$ cat src/common/bsx_map.vh
// Purpose: constants of the branch, skip and shift execution block
// Assumes: APB byte addresses, 32-bit words, registers on word boundaries
// Notes: opcodes are the block's own command encoding
`ifndef BSX_MAP_VH
`define BSX_MAP_VH

// Register byte offsets
`define BSX_OFF_CTRL 8'h00
`define BSX_OFF_OPERAND 8'h04
`define BSX_OFF_IO_ADDR 8'h08
`define BSX_OFF_IO_DATA 8'h0C
`define BSX_OFF_FLAGS 8'h10
`define BSX_OFF_PC 8'h14
`define BSX_OFF_RESULT 8'h18

// Control fields
`define BSX_CTRL_OP_LSB 0
`define BSX_CTRL_OP_MSB 5
`define BSX_CTRL_BIT_LSB 8
`define BSX_CTRL_BIT_MSB 10
`define BSX_CTRL_SEL_LSB 12
`define BSX_CTRL_SEL_MSB 14
`define BSX_CTRL_TWO_WORD 16
`define BSX_CTRL_START 31

// Operand fields
`define BSX_OPD_RD_LSB 0
`define BSX_OPD_RD_MSB 7
`define BSX_OPD_RR_LSB 8
`define BSX_OPD_RR_MSB 15
`define BSX_OPD_K_LSB 16
`define BSX_OPD_K_MSB 22
`define BSX_OPD_P_LSB 24
`define BSX_OPD_P_MSB 28

// Result fields
`define BSX_RES_TAKEN 8
`define BSX_RES_CYC_LSB 9
`define BSX_RES_CYC_MSB 10
`define BSX_RES_BUSY 16
`define BSX_RES_BAD_OP 17

// Status flag positions
`define BSX_FLAG_C 0
`define BSX_FLAG_Z 1
`define BSX_FLAG_N 2
`define BSX_FLAG_V 3
`define BSX_FLAG_S 4
`define BSX_FLAG_H 5
`define BSX_FLAG_T 6
`define BSX_FLAG_I 7

// Reset values
`define BSX_RST_FLAGS 8'h00
`define BSX_RST_PC 16'h0000

// Opcodes
`define BSX_OP_NONE 6'h00
`define BSX_OP_COMPARE_WITH_CARRY 6'h01
`define BSX_OP_COMPARE_IMMEDIATE 6'h02
`define BSX_OP_SKIP_REG_BIT_CLEAR 6'h03
`define BSX_OP_SKIP_REG_BIT_SET 6'h04
`define BSX_OP_SKIP_IO_BIT_CLEAR 6'h05
`define BSX_OP_SKIP_IO_BIT_SET 6'h06
`define BSX_OP_BRANCH_FLAG_SET 6'h07
`define BSX_OP_BRANCH_FLAG_CLEAR 6'h08
`define BSX_OP_BRANCH_EQUAL 6'h09
`define BSX_OP_BRANCH_NOT_EQUAL 6'h0A
`define BSX_OP_BRANCH_CARRY_SET 6'h0B
`define BSX_OP_BRANCH_CARRY_CLEAR 6'h0C
`define BSX_OP_BRANCH_SAME_OR_HIGHER 6'h0D
`define BSX_OP_BRANCH_LOWER 6'h0E
`define BSX_OP_BRANCH_MINUS 6'h0F
`define BSX_OP_BRANCH_PLUS 6'h10
`define BSX_OP_BRANCH_SIGNED_GE 6'h11
`define BSX_OP_BRANCH_SIGNED_LT 6'h12
`define BSX_OP_BRANCH_HALF_CARRY_SET 6'h13
`define BSX_OP_BRANCH_HALF_CARRY_CLEAR 6'h14
`define BSX_OP_BRANCH_TRANSFER_SET 6'h15
`define BSX_OP_BRANCH_TRANSFER_CLEAR 6'h16
`define BSX_OP_BRANCH_OVERFLOW_SET 6'h17
`define BSX_OP_BRANCH_OVERFLOW_CLEAR 6'h18
`define BSX_OP_BRANCH_IRQ_ENABLED 6'h19
`define BSX_OP_BRANCH_IRQ_DISABLED 6'h1A
`define BSX_OP_SET_IO_BIT 6'h1B
`define BSX_OP_CLEAR_IO_BIT 6'h1C
`define BSX_OP_SHIFT_LEFT_LOGICAL 6'h1D
`define BSX_OP_SHIFT_RIGHT_LOGICAL 6'h1E
`define BSX_OP_ROTATE_LEFT_CARRY 6'h1F
`define BSX_OP_ROTATE_RIGHT_CARRY 6'h20

// Instruction cycle counts
`define BSX_CYC_ONE 2'h1
`define BSX_CYC_TWO 2'h2
`define BSX_CYC_THREE 2'h3

`endif

$ cat src/hw/bsx_io_mem.v
// Purpose: small I/O register space with registered read data
// Assumes: one write port, one read port, same clock
// Notes: contents are not reset, only the read register is
`timescale 1ns/100ps
module bsx_io_mem #(
	parameter AW = 5,
	parameter DW = 8
) (
	input wire pclk,
	input wire presetn,
	input wire we,
	input wire [AW-1:0] waddr,
	input wire [DW-1:0] wdata,
	input wire [AW-1:0] raddr,
	output reg [DW-1:0] rdata
);
	reg [DW-1:0] mem [0:(1<<AW)-1];

	always @(posedge pclk) begin
		if (we) begin
			mem[waddr] <= wdata;
		end
	end

	always @(posedge pclk or negedge presetn) begin
		if (!presetn) begin
			rdata <= {DW{1'b0}};
		end else begin
			rdata <= mem[raddr];
		end
	end
endmodule

$ cat src/hw/bsx_exec.v
// Purpose: executes compare, skip, branch, I/O bit and shift instructions
// Assumes: APB slave, one clock, instruction staged by software
// Notes: every instruction finishes two cycles after start
// Behaviour
// - Compare with carry evaluates Rd-Rr-C and compare immediate Rd-Rr, set Z N V C H, leave Rd, one cycle.
// - Skip on register bit clear or set tests bit b of Rr and skips by 2 or 3, taking 1/2/3 cycles, no flags.
// - Skip on I/O bit clear or set tests bit b of I/O register P and skips, 1/2/3 cycles, no flags.
// - Generic flag branches test status bit s for one or zero and go to PC+k+1, 1 cycle or 2 if taken.
// - Equal, not equal, carry set or lower, carry clear or same-or-higher branch on Z and C.
// - Minus branches on N one and plus on N zero, with no flag change.
// - Signed greater-or-equal branches when N xor V is zero.
// - Half carry branches take H one or H zero, 1 or 2 cycles, flags untouched.
// - Transfer bit branches take T one or T zero to PC+k+1.
// - Overflow-set branch takes V one, 1 cycle or 2 if taken.
// - Interrupt enable branches take I one or I zero, 1 or 2 cycles.
// - Set and clear I/O bit write one or zero to bit b of P, 2 cycles, flags unchanged.
// - Left shift moves bit n to n+1, zero or old carry into bit 0, bit 7 to carry, sets Z C N V.
// - Right shift moves bit n+1 to n, zero or old carry into bit 7, bit 0 to carry, sets Z C N V.
//
// The APB interface to the registers and the address map were left to the implementer.
`timescale 1ns/100ps
`include "bsx_map.vh"
module bsx_exec #(
	parameter IO_AW = 5
) (
	input wire pclk,
	input wire presetn,
	input wire psel,
	input wire penable,
	input wire pwrite,
	input wire [7:0] paddr,
	input wire [31:0] pwdata,
	output reg [31:0] prdata,
	output reg pready,
	output reg pslverr
);
	localparam ST_IDLE = 2'b00;
	localparam ST_FETCH = 2'b01;
	localparam ST_EVAL = 2'b10;

	reg [1:0] state_q;
	reg [5:0] op_q;
	reg [2:0] bit_q;
	reg [2:0] sel_q;
	reg two_word_q;
	reg [7:0] rd_q;
	reg [7:0] rr_q;
	reg [6:0] k_q;
	reg [IO_AW-1:0] p_q;
	reg [IO_AW-1:0] io_addr_q;
	reg [7:0] flags_q;
	reg [15:0] pc_q;
	reg [7:0] res_q;
	reg taken_q;
	reg [1:0] cyc_q;
	reg bad_op_q;
	reg err_q;

	wire [7:0] io_rdata;
	wire busy = (state_q != ST_IDLE);
	wire acc_first = psel & penable & ~pready;
	wire acc_done = psel & penable & pready;
	wire wr_done = acc_done & pwrite & ~err_q;
	wire start = wr_done & (paddr == `BSX_OFF_CTRL) & pwdata[`BSX_CTRL_START];
	wire eval = (state_q == ST_EVAL);

	// APB decode, address and error
	reg mapped;
	reg ro_hit;
	always @* begin
		mapped = 1'b1;
		ro_hit = 1'b0;
		if (paddr == `BSX_OFF_CTRL) begin
			mapped = 1'b1;
		end else if (paddr == `BSX_OFF_OPERAND) begin
			mapped = 1'b1;
		end else if (paddr == `BSX_OFF_IO_ADDR) begin
			mapped = 1'b1;
		end else if (paddr == `BSX_OFF_IO_DATA) begin
			mapped = 1'b1;
		end else if (paddr == `BSX_OFF_FLAGS) begin
			mapped = 1'b1;
		end else if (paddr == `BSX_OFF_PC) begin
			mapped = 1'b1;
		end else if (paddr == `BSX_OFF_RESULT) begin
			ro_hit = 1'b1;
		end else begin
			mapped = 1'b0;
		end
	end

	// Writes during execution would corrupt operands in flight
	wire err_d = ~mapped | (pwrite & (ro_hit | busy));

	reg [31:0] rdata_d;
	always @* begin
		rdata_d = 32'h00000000;
		if (paddr == `BSX_OFF_CTRL) begin
			rdata_d[`BSX_CTRL_OP_MSB:`BSX_CTRL_OP_LSB] = op_q;
			rdata_d[`BSX_CTRL_BIT_MSB:`BSX_CTRL_BIT_LSB] = bit_q;
			rdata_d[`BSX_CTRL_SEL_MSB:`BSX_CTRL_SEL_LSB] = sel_q;
			rdata_d[`BSX_CTRL_TWO_WORD] = two_word_q;
		end else if (paddr == `BSX_OFF_OPERAND) begin
			rdata_d[`BSX_OPD_RD_MSB:`BSX_OPD_RD_LSB] = rd_q;
			rdata_d[`BSX_OPD_RR_MSB:`BSX_OPD_RR_LSB] = rr_q;
			rdata_d[`BSX_OPD_K_MSB:`BSX_OPD_K_LSB] = k_q;
			rdata_d[`BSX_OPD_P_LSB+IO_AW-1:`BSX_OPD_P_LSB] = p_q;
		end else if (paddr == `BSX_OFF_IO_ADDR) begin
			rdata_d[IO_AW-1:0] = io_addr_q;
		end else if (paddr == `BSX_OFF_IO_DATA) begin
			rdata_d[7:0] = io_rdata;
		end else if (paddr == `BSX_OFF_FLAGS) begin
			rdata_d[7:0] = flags_q;
		end else if (paddr == `BSX_OFF_PC) begin
			rdata_d[15:0] = pc_q;
		end else if (paddr == `BSX_OFF_RESULT) begin
			rdata_d[7:0] = res_q;
			rdata_d[`BSX_RES_TAKEN] = taken_q;
			rdata_d[`BSX_RES_CYC_MSB:`BSX_RES_CYC_LSB] = cyc_q;
			rdata_d[`BSX_RES_BUSY] = busy;
			rdata_d[`BSX_RES_BAD_OP] = bad_op_q;
		end
	end

	// One wait state, read data taken while the memory output is settled
	always @(posedge pclk or negedge presetn) begin
		if (!presetn) begin
			pready <= 1'b0;
			pslverr <= 1'b0;
			prdata <= 32'h00000000;
			err_q <= 1'b0;
		end else if (acc_first) begin
			pready <= 1'b1;
			pslverr <= err_d;
			err_q <= err_d;
			prdata <= pwrite ? 32'h00000000 : rdata_d;
		end else begin
			pready <= 1'b0;
			pslverr <= 1'b0;
			err_q <= 1'b0;
		end
	end

	// Instruction evaluation
	wire fl_c = flags_q[`BSX_FLAG_C];
	wire fl_z = flags_q[`BSX_FLAG_Z];
	wire fl_n = flags_q[`BSX_FLAG_N];
	wire fl_v = flags_q[`BSX_FLAG_V];
	wire is_cpc = (op_q == `BSX_OP_COMPARE_WITH_CARRY);
	wire [7:0] cmp_b = rr_q;
	wire cmp_cin = is_cpc & fl_c;
	wire [8:0] cmp_diff = {1'b0, rd_q} - {1'b0, cmp_b} - {8'h00, cmp_cin};
	wire [7:0] cmp_r = cmp_diff[7:0];
	wire cmp_h = (~rd_q[3] & cmp_b[3]) | (cmp_b[3] & cmp_r[3]) | (cmp_r[3] & ~rd_q[3]);
	wire cmp_v = (rd_q[7] & ~cmp_b[7] & ~cmp_r[7]) | (~rd_q[7] & cmp_b[7] & cmp_r[7]);
	// Carry-chained compare keeps Z only if the earlier bytes were equal
	wire cmp_z = (cmp_r == 8'h00) & (~is_cpc | fl_z);
	wire [15:0] br_target = pc_q + {{9{k_q[6]}}, k_q} + 16'h0001;
	wire io_bit = io_rdata[bit_q];
	wire rr_bit = rr_q[bit_q];

	reg [7:0] flags_d;
	reg [15:0] pc_d;
	reg [7:0] res_d;
	reg taken_d;
	reg [1:0] cyc_d;
	reg bad_op_d;
	reg io_we_d;
	reg [7:0] io_wdata_d;
	reg [7:0] sh_r;
	reg sh_c;
	reg cond;
	always @* begin
		flags_d = flags_q;
		pc_d = pc_q + 16'h0001;
		res_d = rd_q;
		taken_d = 1'b0;
		cyc_d = `BSX_CYC_ONE;
		bad_op_d = 1'b0;
		io_we_d = 1'b0;
		io_wdata_d = io_rdata;
		sh_r = rd_q;
		sh_c = fl_c;
		cond = 1'b0;
		case (op_q)
			`BSX_OP_COMPARE_WITH_CARRY, `BSX_OP_COMPARE_IMMEDIATE: begin
				flags_d[`BSX_FLAG_Z] = cmp_z;
				flags_d[`BSX_FLAG_N] = cmp_r[7];
				flags_d[`BSX_FLAG_V] = cmp_v;
				flags_d[`BSX_FLAG_C] = cmp_diff[8];
				flags_d[`BSX_FLAG_H] = cmp_h;
			end
			`BSX_OP_SKIP_REG_BIT_CLEAR, `BSX_OP_SKIP_REG_BIT_SET,
			`BSX_OP_SKIP_IO_BIT_CLEAR, `BSX_OP_SKIP_IO_BIT_SET: begin
				if (op_q == `BSX_OP_SKIP_REG_BIT_CLEAR) begin
					cond = ~rr_bit;
				end else if (op_q == `BSX_OP_SKIP_REG_BIT_SET) begin
					cond = rr_bit;
				end else if (op_q == `BSX_OP_SKIP_IO_BIT_CLEAR) begin
					cond = ~io_bit;
				end else begin
					cond = io_bit;
				end
				taken_d = cond;
				if (cond) begin
					pc_d = pc_q + (two_word_q ? 16'h0003 : 16'h0002);
					cyc_d = two_word_q ? `BSX_CYC_THREE : `BSX_CYC_TWO;
				end
			end
			`BSX_OP_BRANCH_FLAG_SET, `BSX_OP_BRANCH_FLAG_CLEAR,
			`BSX_OP_BRANCH_EQUAL, `BSX_OP_BRANCH_NOT_EQUAL,
			`BSX_OP_BRANCH_CARRY_SET, `BSX_OP_BRANCH_CARRY_CLEAR,
			`BSX_OP_BRANCH_SAME_OR_HIGHER, `BSX_OP_BRANCH_LOWER,
			`BSX_OP_BRANCH_MINUS, `BSX_OP_BRANCH_PLUS,
			`BSX_OP_BRANCH_SIGNED_GE, `BSX_OP_BRANCH_SIGNED_LT,
			`BSX_OP_BRANCH_HALF_CARRY_SET, `BSX_OP_BRANCH_HALF_CARRY_CLEAR,
			`BSX_OP_BRANCH_TRANSFER_SET, `BSX_OP_BRANCH_TRANSFER_CLEAR,
			`BSX_OP_BRANCH_OVERFLOW_SET, `BSX_OP_BRANCH_OVERFLOW_CLEAR,
			`BSX_OP_BRANCH_IRQ_ENABLED, `BSX_OP_BRANCH_IRQ_DISABLED: begin
				if (op_q == `BSX_OP_BRANCH_FLAG_SET) begin
					cond = flags_q[sel_q];
				end else if (op_q == `BSX_OP_BRANCH_FLAG_CLEAR) begin
					cond = ~flags_q[sel_q];
				end else if (op_q == `BSX_OP_BRANCH_EQUAL) begin
					cond = fl_z;
				end else if (op_q == `BSX_OP_BRANCH_NOT_EQUAL) begin
					cond = ~fl_z;
				end else if (op_q == `BSX_OP_BRANCH_CARRY_SET || op_q == `BSX_OP_BRANCH_LOWER) begin
					cond = fl_c;
				end else if (op_q == `BSX_OP_BRANCH_CARRY_CLEAR || op_q == `BSX_OP_BRANCH_SAME_OR_HIGHER) begin
					cond = ~fl_c;
				end else if (op_q == `BSX_OP_BRANCH_MINUS) begin
					cond = fl_n;
				end else if (op_q == `BSX_OP_BRANCH_PLUS) begin
					cond = ~fl_n;
				end else if (op_q == `BSX_OP_BRANCH_SIGNED_GE) begin
					cond = ~(fl_n ^ fl_v);
				end else if (op_q == `BSX_OP_BRANCH_SIGNED_LT) begin
					cond = fl_n ^ fl_v;
				end else if (op_q == `BSX_OP_BRANCH_HALF_CARRY_SET) begin
					cond = flags_q[`BSX_FLAG_H];
				end else if (op_q == `BSX_OP_BRANCH_HALF_CARRY_CLEAR) begin
					cond = ~flags_q[`BSX_FLAG_H];
				end else if (op_q == `BSX_OP_BRANCH_TRANSFER_SET) begin
					cond = flags_q[`BSX_FLAG_T];
				end else if (op_q == `BSX_OP_BRANCH_TRANSFER_CLEAR) begin
					cond = ~flags_q[`BSX_FLAG_T];
				end else if (op_q == `BSX_OP_BRANCH_OVERFLOW_SET) begin
					cond = fl_v;
				end else if (op_q == `BSX_OP_BRANCH_OVERFLOW_CLEAR) begin
					cond = ~fl_v;
				end else if (op_q == `BSX_OP_BRANCH_IRQ_ENABLED) begin
					cond = flags_q[`BSX_FLAG_I];
				end else begin
					cond = ~flags_q[`BSX_FLAG_I];
				end
				taken_d = cond;
				if (cond) begin
					pc_d = br_target;
					cyc_d = `BSX_CYC_TWO;
				end
			end
			`BSX_OP_SET_IO_BIT, `BSX_OP_CLEAR_IO_BIT: begin
				io_we_d = 1'b1;
				io_wdata_d[bit_q] = (op_q == `BSX_OP_SET_IO_BIT);
				cyc_d = `BSX_CYC_TWO;
			end
			`BSX_OP_SHIFT_LEFT_LOGICAL, `BSX_OP_ROTATE_LEFT_CARRY,
			`BSX_OP_SHIFT_RIGHT_LOGICAL, `BSX_OP_ROTATE_RIGHT_CARRY: begin
				if (op_q == `BSX_OP_SHIFT_LEFT_LOGICAL) begin
					sh_r = {rd_q[6:0], 1'b0};
					sh_c = rd_q[7];
				end else if (op_q == `BSX_OP_ROTATE_LEFT_CARRY) begin
					sh_r = {rd_q[6:0], fl_c};
					sh_c = rd_q[7];
				end else if (op_q == `BSX_OP_SHIFT_RIGHT_LOGICAL) begin
					sh_r = {1'b0, rd_q[7:1]};
					sh_c = rd_q[0];
				end else begin
					sh_r = {fl_c, rd_q[7:1]};
					sh_c = rd_q[0];
				end
				res_d = sh_r;
				flags_d[`BSX_FLAG_C] = sh_c;
				flags_d[`BSX_FLAG_Z] = (sh_r == 8'h00);
				flags_d[`BSX_FLAG_N] = sh_r[7];
				flags_d[`BSX_FLAG_V] = sh_r[7] ^ sh_c;
			end
			default: begin
				// Unknown opcode keeps PC and flags and sets the bad opcode result bit
				pc_d = pc_q;
				bad_op_d = 1'b1;
				cyc_d = 2'h0;
			end
		endcase
	end

	// I/O space shared by execution and the software window
	wire apb_io_we = wr_done & (paddr == `BSX_OFF_IO_DATA);
	wire mem_we = (eval & io_we_d) | apb_io_we;
	wire [IO_AW-1:0] mem_waddr = eval ? p_q : io_addr_q;
	wire [IO_AW-1:0] mem_raddr = busy ? p_q : io_addr_q;

	bsx_io_mem #(
		.AW(IO_AW),
		.DW(8)
	) u_io_mem (
		.pclk(pclk),
		.presetn(presetn),
		.we(mem_we),
		.waddr(mem_waddr),
		.wdata(eval ? io_wdata_d : pwdata[7:0]),
		.raddr(mem_raddr),
		.rdata(io_rdata)
	);

	// Sequencer: fetch presents P to the memory, eval commits
	always @(posedge pclk or negedge presetn) begin
		if (!presetn) begin
			state_q <= ST_IDLE;
		end else begin
			case (state_q)
				ST_IDLE: begin
					if (start) begin
						state_q <= ST_FETCH;
					end
				end
				ST_FETCH: begin
					state_q <= ST_EVAL;
				end
				default: begin
					state_q <= ST_IDLE;
				end
			endcase
		end
	end

	// Software registers and execution results
	always @(posedge pclk or negedge presetn) begin
		if (!presetn) begin
			op_q <= `BSX_OP_NONE;
			bit_q <= 3'h0;
			sel_q <= 3'h0;
			two_word_q <= 1'b0;
			rd_q <= 8'h00;
			rr_q <= 8'h00;
			k_q <= 7'h00;
			p_q <= {IO_AW{1'b0}};
			io_addr_q <= {IO_AW{1'b0}};
			flags_q <= `BSX_RST_FLAGS;
			pc_q <= `BSX_RST_PC;
			res_q <= 8'h00;
			taken_q <= 1'b0;
			cyc_q <= 2'h0;
			bad_op_q <= 1'b0;
		end else if (eval) begin
			// Flags that an instruction does not own keep their value
			flags_q <= flags_d;
			pc_q <= pc_d;
			res_q <= res_d;
			taken_q <= taken_d;
			cyc_q <= cyc_d;
			bad_op_q <= bad_op_d;
		end else if (wr_done) begin
			if (paddr == `BSX_OFF_CTRL) begin
				op_q <= pwdata[`BSX_CTRL_OP_MSB:`BSX_CTRL_OP_LSB];
				bit_q <= pwdata[`BSX_CTRL_BIT_MSB:`BSX_CTRL_BIT_LSB];
				sel_q <= pwdata[`BSX_CTRL_SEL_MSB:`BSX_CTRL_SEL_LSB];
				two_word_q <= pwdata[`BSX_CTRL_TWO_WORD];
			end else if (paddr == `BSX_OFF_OPERAND) begin
				rd_q <= pwdata[`BSX_OPD_RD_MSB:`BSX_OPD_RD_LSB];
				rr_q <= pwdata[`BSX_OPD_RR_MSB:`BSX_OPD_RR_LSB];
				k_q <= pwdata[`BSX_OPD_K_MSB:`BSX_OPD_K_LSB];
				p_q <= pwdata[`BSX_OPD_P_LSB+IO_AW-1:`BSX_OPD_P_LSB];
			end else if (paddr == `BSX_OFF_IO_ADDR) begin
				io_addr_q <= pwdata[IO_AW-1:0];
			end else if (paddr == `BSX_OFF_FLAGS) begin
				flags_q <= pwdata[7:0];
			end else if (paddr == `BSX_OFF_PC) begin
				pc_q <= pwdata[15:0];
			end
		end
	end
endmodule

$ cat config.mk
export PLATFORM = sky130hd
export DESIGN_NAME = bsx_exec
export DESIGN_NICKNAME = d
export VERILOG_FILES = /design/src/hw/bsx_io_mem.v /design/src/hw/bsx_exec.v
export VERILOG_INCLUDE_DIRS = /design/src /design/src/common
export SDC_FILE = /design/constraint.sdc
export NUM_CORES = 1
export LEC_CHECK = 0
export ABC_AREA = 0
export BUFFER_PORTS_ARGS = -buffer_cell sky130_fd_sc_hd__buf_2
export CORE_ASPECT_RATIO = 1.2
export CORE_MARGIN = 1.5
export CORE_UTILIZATION = 60
export CTS_BUF_LIST = sky130_fd_sc_hd__clkbuf_8
export DETAILED_ROUTE_END_ITERATION = 7
export GPL_ROUTABILITY_DRIVEN = 0
export PLACE_DENSITY = 0.77
export SETUP_SLACK_MARGIN = 0.1
export SLEW_MARGIN = 0
export SYNTH_ARGS = -nofsm -noshare
export SYNTH_HDL_FRONTEND = slang
export SYNTH_SLANG_ARGS = --single-unit
$ cat constraint.sdc
create_clock -name pclk -period 5.6 [get_ports pclk]
set_input_delay 1.12 -clock pclk [delete_from_list [all_inputs] [get_ports pclk]]
set_output_delay 1.12 -clock pclk [all_outputs]
set_load 0.03 [all_outputs]
=== Yosys cells after proc, flatten, opt, wreduce, memory -nomap -nowiden ===
Memory sizes are Yosys's and may differ from the RTL's. A register that Yosys moved wholly into a read port is not among the register bits.
Index checks and enable logic that the tools add are counted.

* Add/subtract/negate cells: 6
* $mul: 0
* Div/mod/pow operators: 0
* Magnitude comparators: 3
* Equality and inequality tests: 48
* Shift operators: 0
* Muxes and demuxes: 112
* Bitwise operators: 51
* Reduce and logical (&&, ||, !) cells: 27

{| class="wikitable"
|+ Operators with widths
! operator !! count
|-
| 16-bit two-way mux || 9
|-
| 6-bit by 5-bit == test with 1-bit output (second input constant) || 16
|-
| 8-bit two-way mux || 9
|-
| 1-bit two-way mux || 54
|-
| 6-bit by 4-bit == test with 1-bit output (second input constant) || 8
|-
| 6-bit two-way mux || 8
|-
| 16-bit case mux with 3 select lines || 1
|-
| 5-bit two-way mux || 7
|-
| 16-bit by 1-bit adder with 16-bit output (second input constant) || 2
|-
| 32-bit OR reduction || 1
|-
| 29-bit two-way mux || 1
|-
| 6-bit by 3-bit == test with 1-bit output (second input constant) || 4
|-
| 8-bit by 5-bit == test with 1-bit output (second input constant) || 3
|-
| 8-bit logical NOT || 3
|-
| 1-bit NOT || 23
|-
| 11-bit two-way mux || 2
|-
| 10-bit two-way mux || 2
|-
| 20-bit OR reduction || 1
|-
| 1-bit bitwise AND || 19
|-
| 18-bit two-way mux || 1
|-
| 6-bit AND reduction || 3
|-
| 16-bit adder || 1
|-
| 16-bit by 2-bit adder with 16-bit output || 1
|-
| 8-bit by 4-bit == test with 1-bit output (second input constant) || 2
|-
| 39 further kinds || 66
|}

* Bits in registers: 118
* Bits in latches: 0
* RAM bits: 256
* Bits in read-only memories: 0
* Bits of input ports: 45
* Output and inout port bits: 34
* Word-level logic and storage cells: 269
* Memories kept: 1

{| class="wikitable"
|+ Memories
! memory !! words !! bits a word !! read ports !! clocked after Yosys merged registers in !! write ports !! RTL line !! RTL
|-
| u_io_mem.mem || 32 || 8 || 1 || 1 || 1 || bsx_io_mem.v:17 || <nowiki>reg [DW-1:0] mem [0:(1<<AW)-1];</nowiki>
|}

=== Logic depth before layout (Yosys ltp) ===
* Depth after elaboration: 22
* Mapped depth: 16
* Gate-level depth less buffers: 14

=== Cells and area by module ===
From an unflattened synthesis, not the netlist that was laid out.

* Cell total of the unflattened synthesis: 1438
* Area, all modules: 18833.1 um^2

{| class="wikitable"
|+ By module, submodules not included
! module !! instances !! cells an instance !! area each (um^2) !! sequential area each (um^2)
|-
| bsx_io_mem || 1 || 417 || 10093.4 || 7887.6
|-
| bsx_exec || 1 || 1021 || 8739.6 || 2852.7
|}

=== Worst setup path before layout ===
OpenSTA, ideal clock, no wires.

* Path kind: input -> register
* Start point: input port paddr[1]
* End point: memory u_io_mem.mem[0][0], enable pin
* Setup time: 0.370 ns
* Arrival: 2.784 ns
* Data required time: 5.230 ns
* Path slack: 2.446 ns
* Stages on the path: 8
* Path buffers: 1
* Path through: nor3_1 nand2_1 nor2_1 and3_1 clkbuf_1 a32o_1 nand2_1 nor2_1

* Cells in the longest elaborated chain, start to end: 5

{| class="wikitable"
|+ RTL lines
! what !! RTL line !! RTL
|-
| start: declaration || bsx_exec.v:31 || <nowiki>input wire [7:0] paddr,</nowiki>
|-
| 8-bit by 4-bit == test with 1-bit output (no line) || - ||
|-
| 1-bit bitwise AND || bsx_exec.v:299 || <nowiki>wire apb_io_we = wr_done & (paddr == `BSX_OFF_IO_DATA);</nowiki>
|-
| 1-bit OR || bsx_exec.v:300 || <nowiki>wire mem_we = (eval & io_we_d) | apb_io_we;</nowiki>
|-
| 1-bit two-way mux || bsx_io_mem.v:20 || <nowiki>if (we) begin</nowiki>
|-
| 1-bit two-way mux (implied by the code) || bsx_io_mem.v:21 || <nowiki>mem[waddr] <= wdata;</nowiki>
|-
| end: declaration || bsx_io_mem.v:17 ||
|}

No other way between the ends.

=== Final worst setup path ===
* Start point: register op_q[1]
* End point: memory u_io_mem.mem[30][1], enable pin

* Cells in the longest elaborated chain, start to end: 7
* Elaborated cells between the ends (all ways): 8
* Those cells by class: eq/ne: 2; mux: 3; bitwise: 2; reduce/logical: 1

{| class="wikitable"
|+ RTL lines
! what !! RTL line !! RTL
|-
| start: declaration || bsx_exec.v:42 || <nowiki>reg [5:0] op_q;</nowiki>
|-
| start signal: assignment || bsx_exec.v:341 || <nowiki>op_q <= `BSX_OP_NONE;</nowiki>
|-
| start signal: assignment || bsx_exec.v:366 || <nowiki>op_q <= pwdata[`BSX_CTRL_OP_MSB:`BSX_CTRL_OP_LSB];</nowiki>
|-
| 6-bit by 5-bit == test with 1-bit output || bsx_exec.v:185 || <nowiki>case (op_q)</nowiki>
|-
| 2-bit OR reduction * || - ||
|-
| 1-bit two-way mux * || bsx_exec.v:185 ||
|-
| 1-bit bitwise AND * || bsx_exec.v:300 ||
|-
| 1-bit OR * || bsx_exec.v:300 ||
|-
| 1-bit two-way mux * || bsx_io_mem.v:20 ||
|-
| 1-bit two-way mux (implied by the code) * || bsx_io_mem.v:21 ||
|}

Every way passes the cells marked *; elsewhere a longest branch is shown, timed or not.

==> flow_summary_export.csv <==
group,metric,value,unit
run_status,status,"finished clean",
route,viasPerCell,6.54,
global_routing,antenna_found_initial,0,
layout,final_common_cell,"edfxtp_1",
placement,io_buffer_count,71,
route,drt_iter0_drc,1844,
synth,seq_area_frac_synth,0.570,
route,wire_per_inst,23.6,um
synth,ys_ff_latch,378,
critical_path,r2r_cells,7,
clock_tree,postCtsSetupRepairBufs,0,
synth,syn-cell-area,18800,um^2
sta,fmax,254,MHz
clock_tree,cts_tree,"done",
clock_tree,clkLatencyLatePin,0.61,ns
pwr,ir_worst_vdd,216,uV
sta,max-slew-margin-rel,0.116,
sta,hold_viol,0,
sta,finalCriticalPeriod,3.94,ns
floorplan,core_area,30700,um^2
synth,ys_types,79,
layout,diodes,0,
global_routing,grt_usage,0.307,
floorplan,die_h,197,um
placement,hpwl,33.4,mm
clock_tree,h-tree-depth,2,
placement,dpl_cell_area,19600,um^2
pwr,leakagePower,7.83,nW
global_routing,grt_max_degree,51,
critical_path,criticalPathCategory,"flop to flop",
critical_path,cp.arrival,4.16,ns
route,vias,13400,
flow_run,max_cap_viol_count,0,
critical_path,cp.required,5.83,ns
clock_tree,ctsHoldBuffers,0,
layout,syn2layout_area_growth,9.41,%
synth,synth_edf_count,256,
route,antenna_left,0,
sta,fin_ws,1.66,ns
critical_path,critPathLaunch,"op_q[1]",
critical_path,startpoint_type,"flop",
clock_tree,cts_max_path_buffers,3,
critical_path,path_max_fanout,24,
clock_tree,numCtsBuffers,56,
synth,synthArstFlopShare,0.323,
clock_tree,clockRootBuffer,"clkbuf_8",
clock_tree,clkTransAtPathRegs,0.07,ns
layout,nets,1694,
clock_tree,cts_resized,0,
global_routing,overflow,0,
synth,yosys_warnings,0,
floorplan,die_area,32500,um^2
sta,setup-tns-final,0,ns
critical_path,r2r_slack,1.66,ns
clock_tree,clock-sinks,378,
pwr,p_per_area,257,nW/um^2
layout,postLayoutCellArea,20600,um^2
sta,tightest_slew,1.32,ns
route,route.detailed.drc,0,
global_routing,grt_pass1_vias,13200,
sta,maxSlewViolCount,0,
critical_path,reg2reg_from,"op_q[1]",
placement,pre_cts_ws,1.37,ns
sta,rsz0062_at_grt,"false",
floorplan,num_rows,70,
synth,syn-instance-count,1551,
sta,fin_crit_sh,0.703,
layout,layout_common_cells,"edfxtp_1, nand2_1, dfrtp_1, nor2_1, o21ai_0",
floorplan,num_io_pins,79,
sta,fin_skew,0.0339,ns
route,routed_wl,48.5,mm
synth,postSynthAreaPerCell,12.1,um^2
min_path,hold_path_class,"input port to asynchronous set/reset pin",
route,drt_first_pass_iters,6,
critical_path,r2r-end,"u_io_mem.mem[30][1]",
critical_path,end_kind,"flop",
synth,ys.flop_type,"edfxtp_1",
floorplan,initial_utilization,0.614,
sta,setup_violations,0,
sta,whs,0.402,ns
floorplan,chipWidth,165,um
layout,drive_gt1_frac,0.191,
global_routing,grt_first_pass_wirelength,74.3,mm
cells by family (layout without fill, tap and decap cells):
kind of cell             count (synthesis)  count (layout)  share of synthesized area
XOR/XNOR                                46              46                     0.0214
adder cells (fa/ha/maj)                 36              36                     0.0251
flip-flops                             378             378                      0.570
multiplexers                           147             147                      0.127
buffers and inverters                  139             243                     0.0302
AND/OR/NAND/NOR                        483             483                      0.114
other                                    1               4                   0.000199
AO/OA/AOI/OAI                          321             321                      0.112
critical path, cell delays in order (launching register included):
cell	delay, ns
dfrtp_1	0.84
nand2_1	0.30
nor3_1	0.70
a21oi_1	0.22
a21oi_1	0.23
a32o_1	0.19
nand2_1	0.30
nor2_1	0.75
flip-flops by register name, indices dropped and copies added, names as in the netlist:
| name | count |
|---|---|
| flags_q | 8 |
| res_q | 8 |
| rd_q | 8 |
| p_q | 5 |
| u_io_mem.mem | 256 |
| sel_q | 3 |
| cmp_b | 8 |
| bad_op_q | 1 |
| pc_q | 16 |
| io_addr_q | 5 |
| state_q | 2 |
| op_q | 6 |
| two_word_q | 1 |
| u_io_mem.rdata | 8 |
| bit_q | 3 |
| k_q | 7 |
| taken_q | 1 |
| prdata | 28 |
| cyc_q | 2 |
| pready | 1 |
| err_q | 1 |
worst max path at each step:
stage                                      to  slack [ns]  cells after the start
after floorplan            u_io_mem.mem[0][0]        2.45                      8
after global placement    u_io_mem.mem[25][3]        1.55                     10
after detailed placement  u_io_mem.mem[11][0]        1.37                     10
after CTS                 u_io_mem.mem[25][7]        1.83                      7
after global routing      u_io_mem.mem[27][5]        1.50                      7
final                     u_io_mem.mem[30][1]        1.66                      7
Yosys cell counts (18+ instances only):
cell,count,area share
nor2_1,118,0.024
edfxtp_1,256,0.41
nand2_1,216,0.043
mux2_2,55,0.033
nand3_1,48,0.013
mux2i_1,21,0.011
xnor2_1,31,0.014
o211ai_1,18,0.0072
a21oi_1,71,0.019
clkbuf_1,66,0.013
nor3_1,22,0.0058
dfrtp_1,122,0.16
inv_1,47,0.0094
mux4_2,67,0.080
ha_1,33,0.022
o21ai_0,88,0.023
buf_2,19,0.0051
power by group:
| part | internal (W) | switching, W | leakage [nW] | total [W] |
|---|---|---|---|---|
| Sequential | 0.00300 | 0.0000223 | 3.91 | 0.00302 |
| Combinational | 0.0000593 | 0.000134 | 3.31 | 0.000194 |
| Clock | 0.00104 | 0.00104 | 0.602 | 0.00208 |
| Total | 0.00409 | 0.00120 | 7.83 | 0.00529 |
cell type report:
type	instances	area, um^2
Multi-Input combinational cell	1037	7600
Clock inverter	43	210
Clock buffer	60	826
Inverter	47	176
Tap cell	396	495
Fill cell	2227	10100
Sequential cell	378	10700
Timing Repair Buffer	93	548
through the flow:
step / util / power [W] / cells
finish: 0.672 / 0.00529 / 2054
global route: 0.672 / 0.00547 / 2054
CTS: 0.672 / 0.00532 / 2054
floorplan: - / 0.00317 / 1554
global placement: 0.638 / 0.00326 / 1951
detailed placement: 0.638 / 0.00327 / 1951
routing by layer:
layer,up-vias,track usage,routed length [um]
li1,5953,-,-
met1,6547,0.376,17400
met2,748,0.516,24200
met3,188,0.0477,3810
met4,0,0.180,3140
met5,-,0,0
Power figures use the tool's default switching activity.
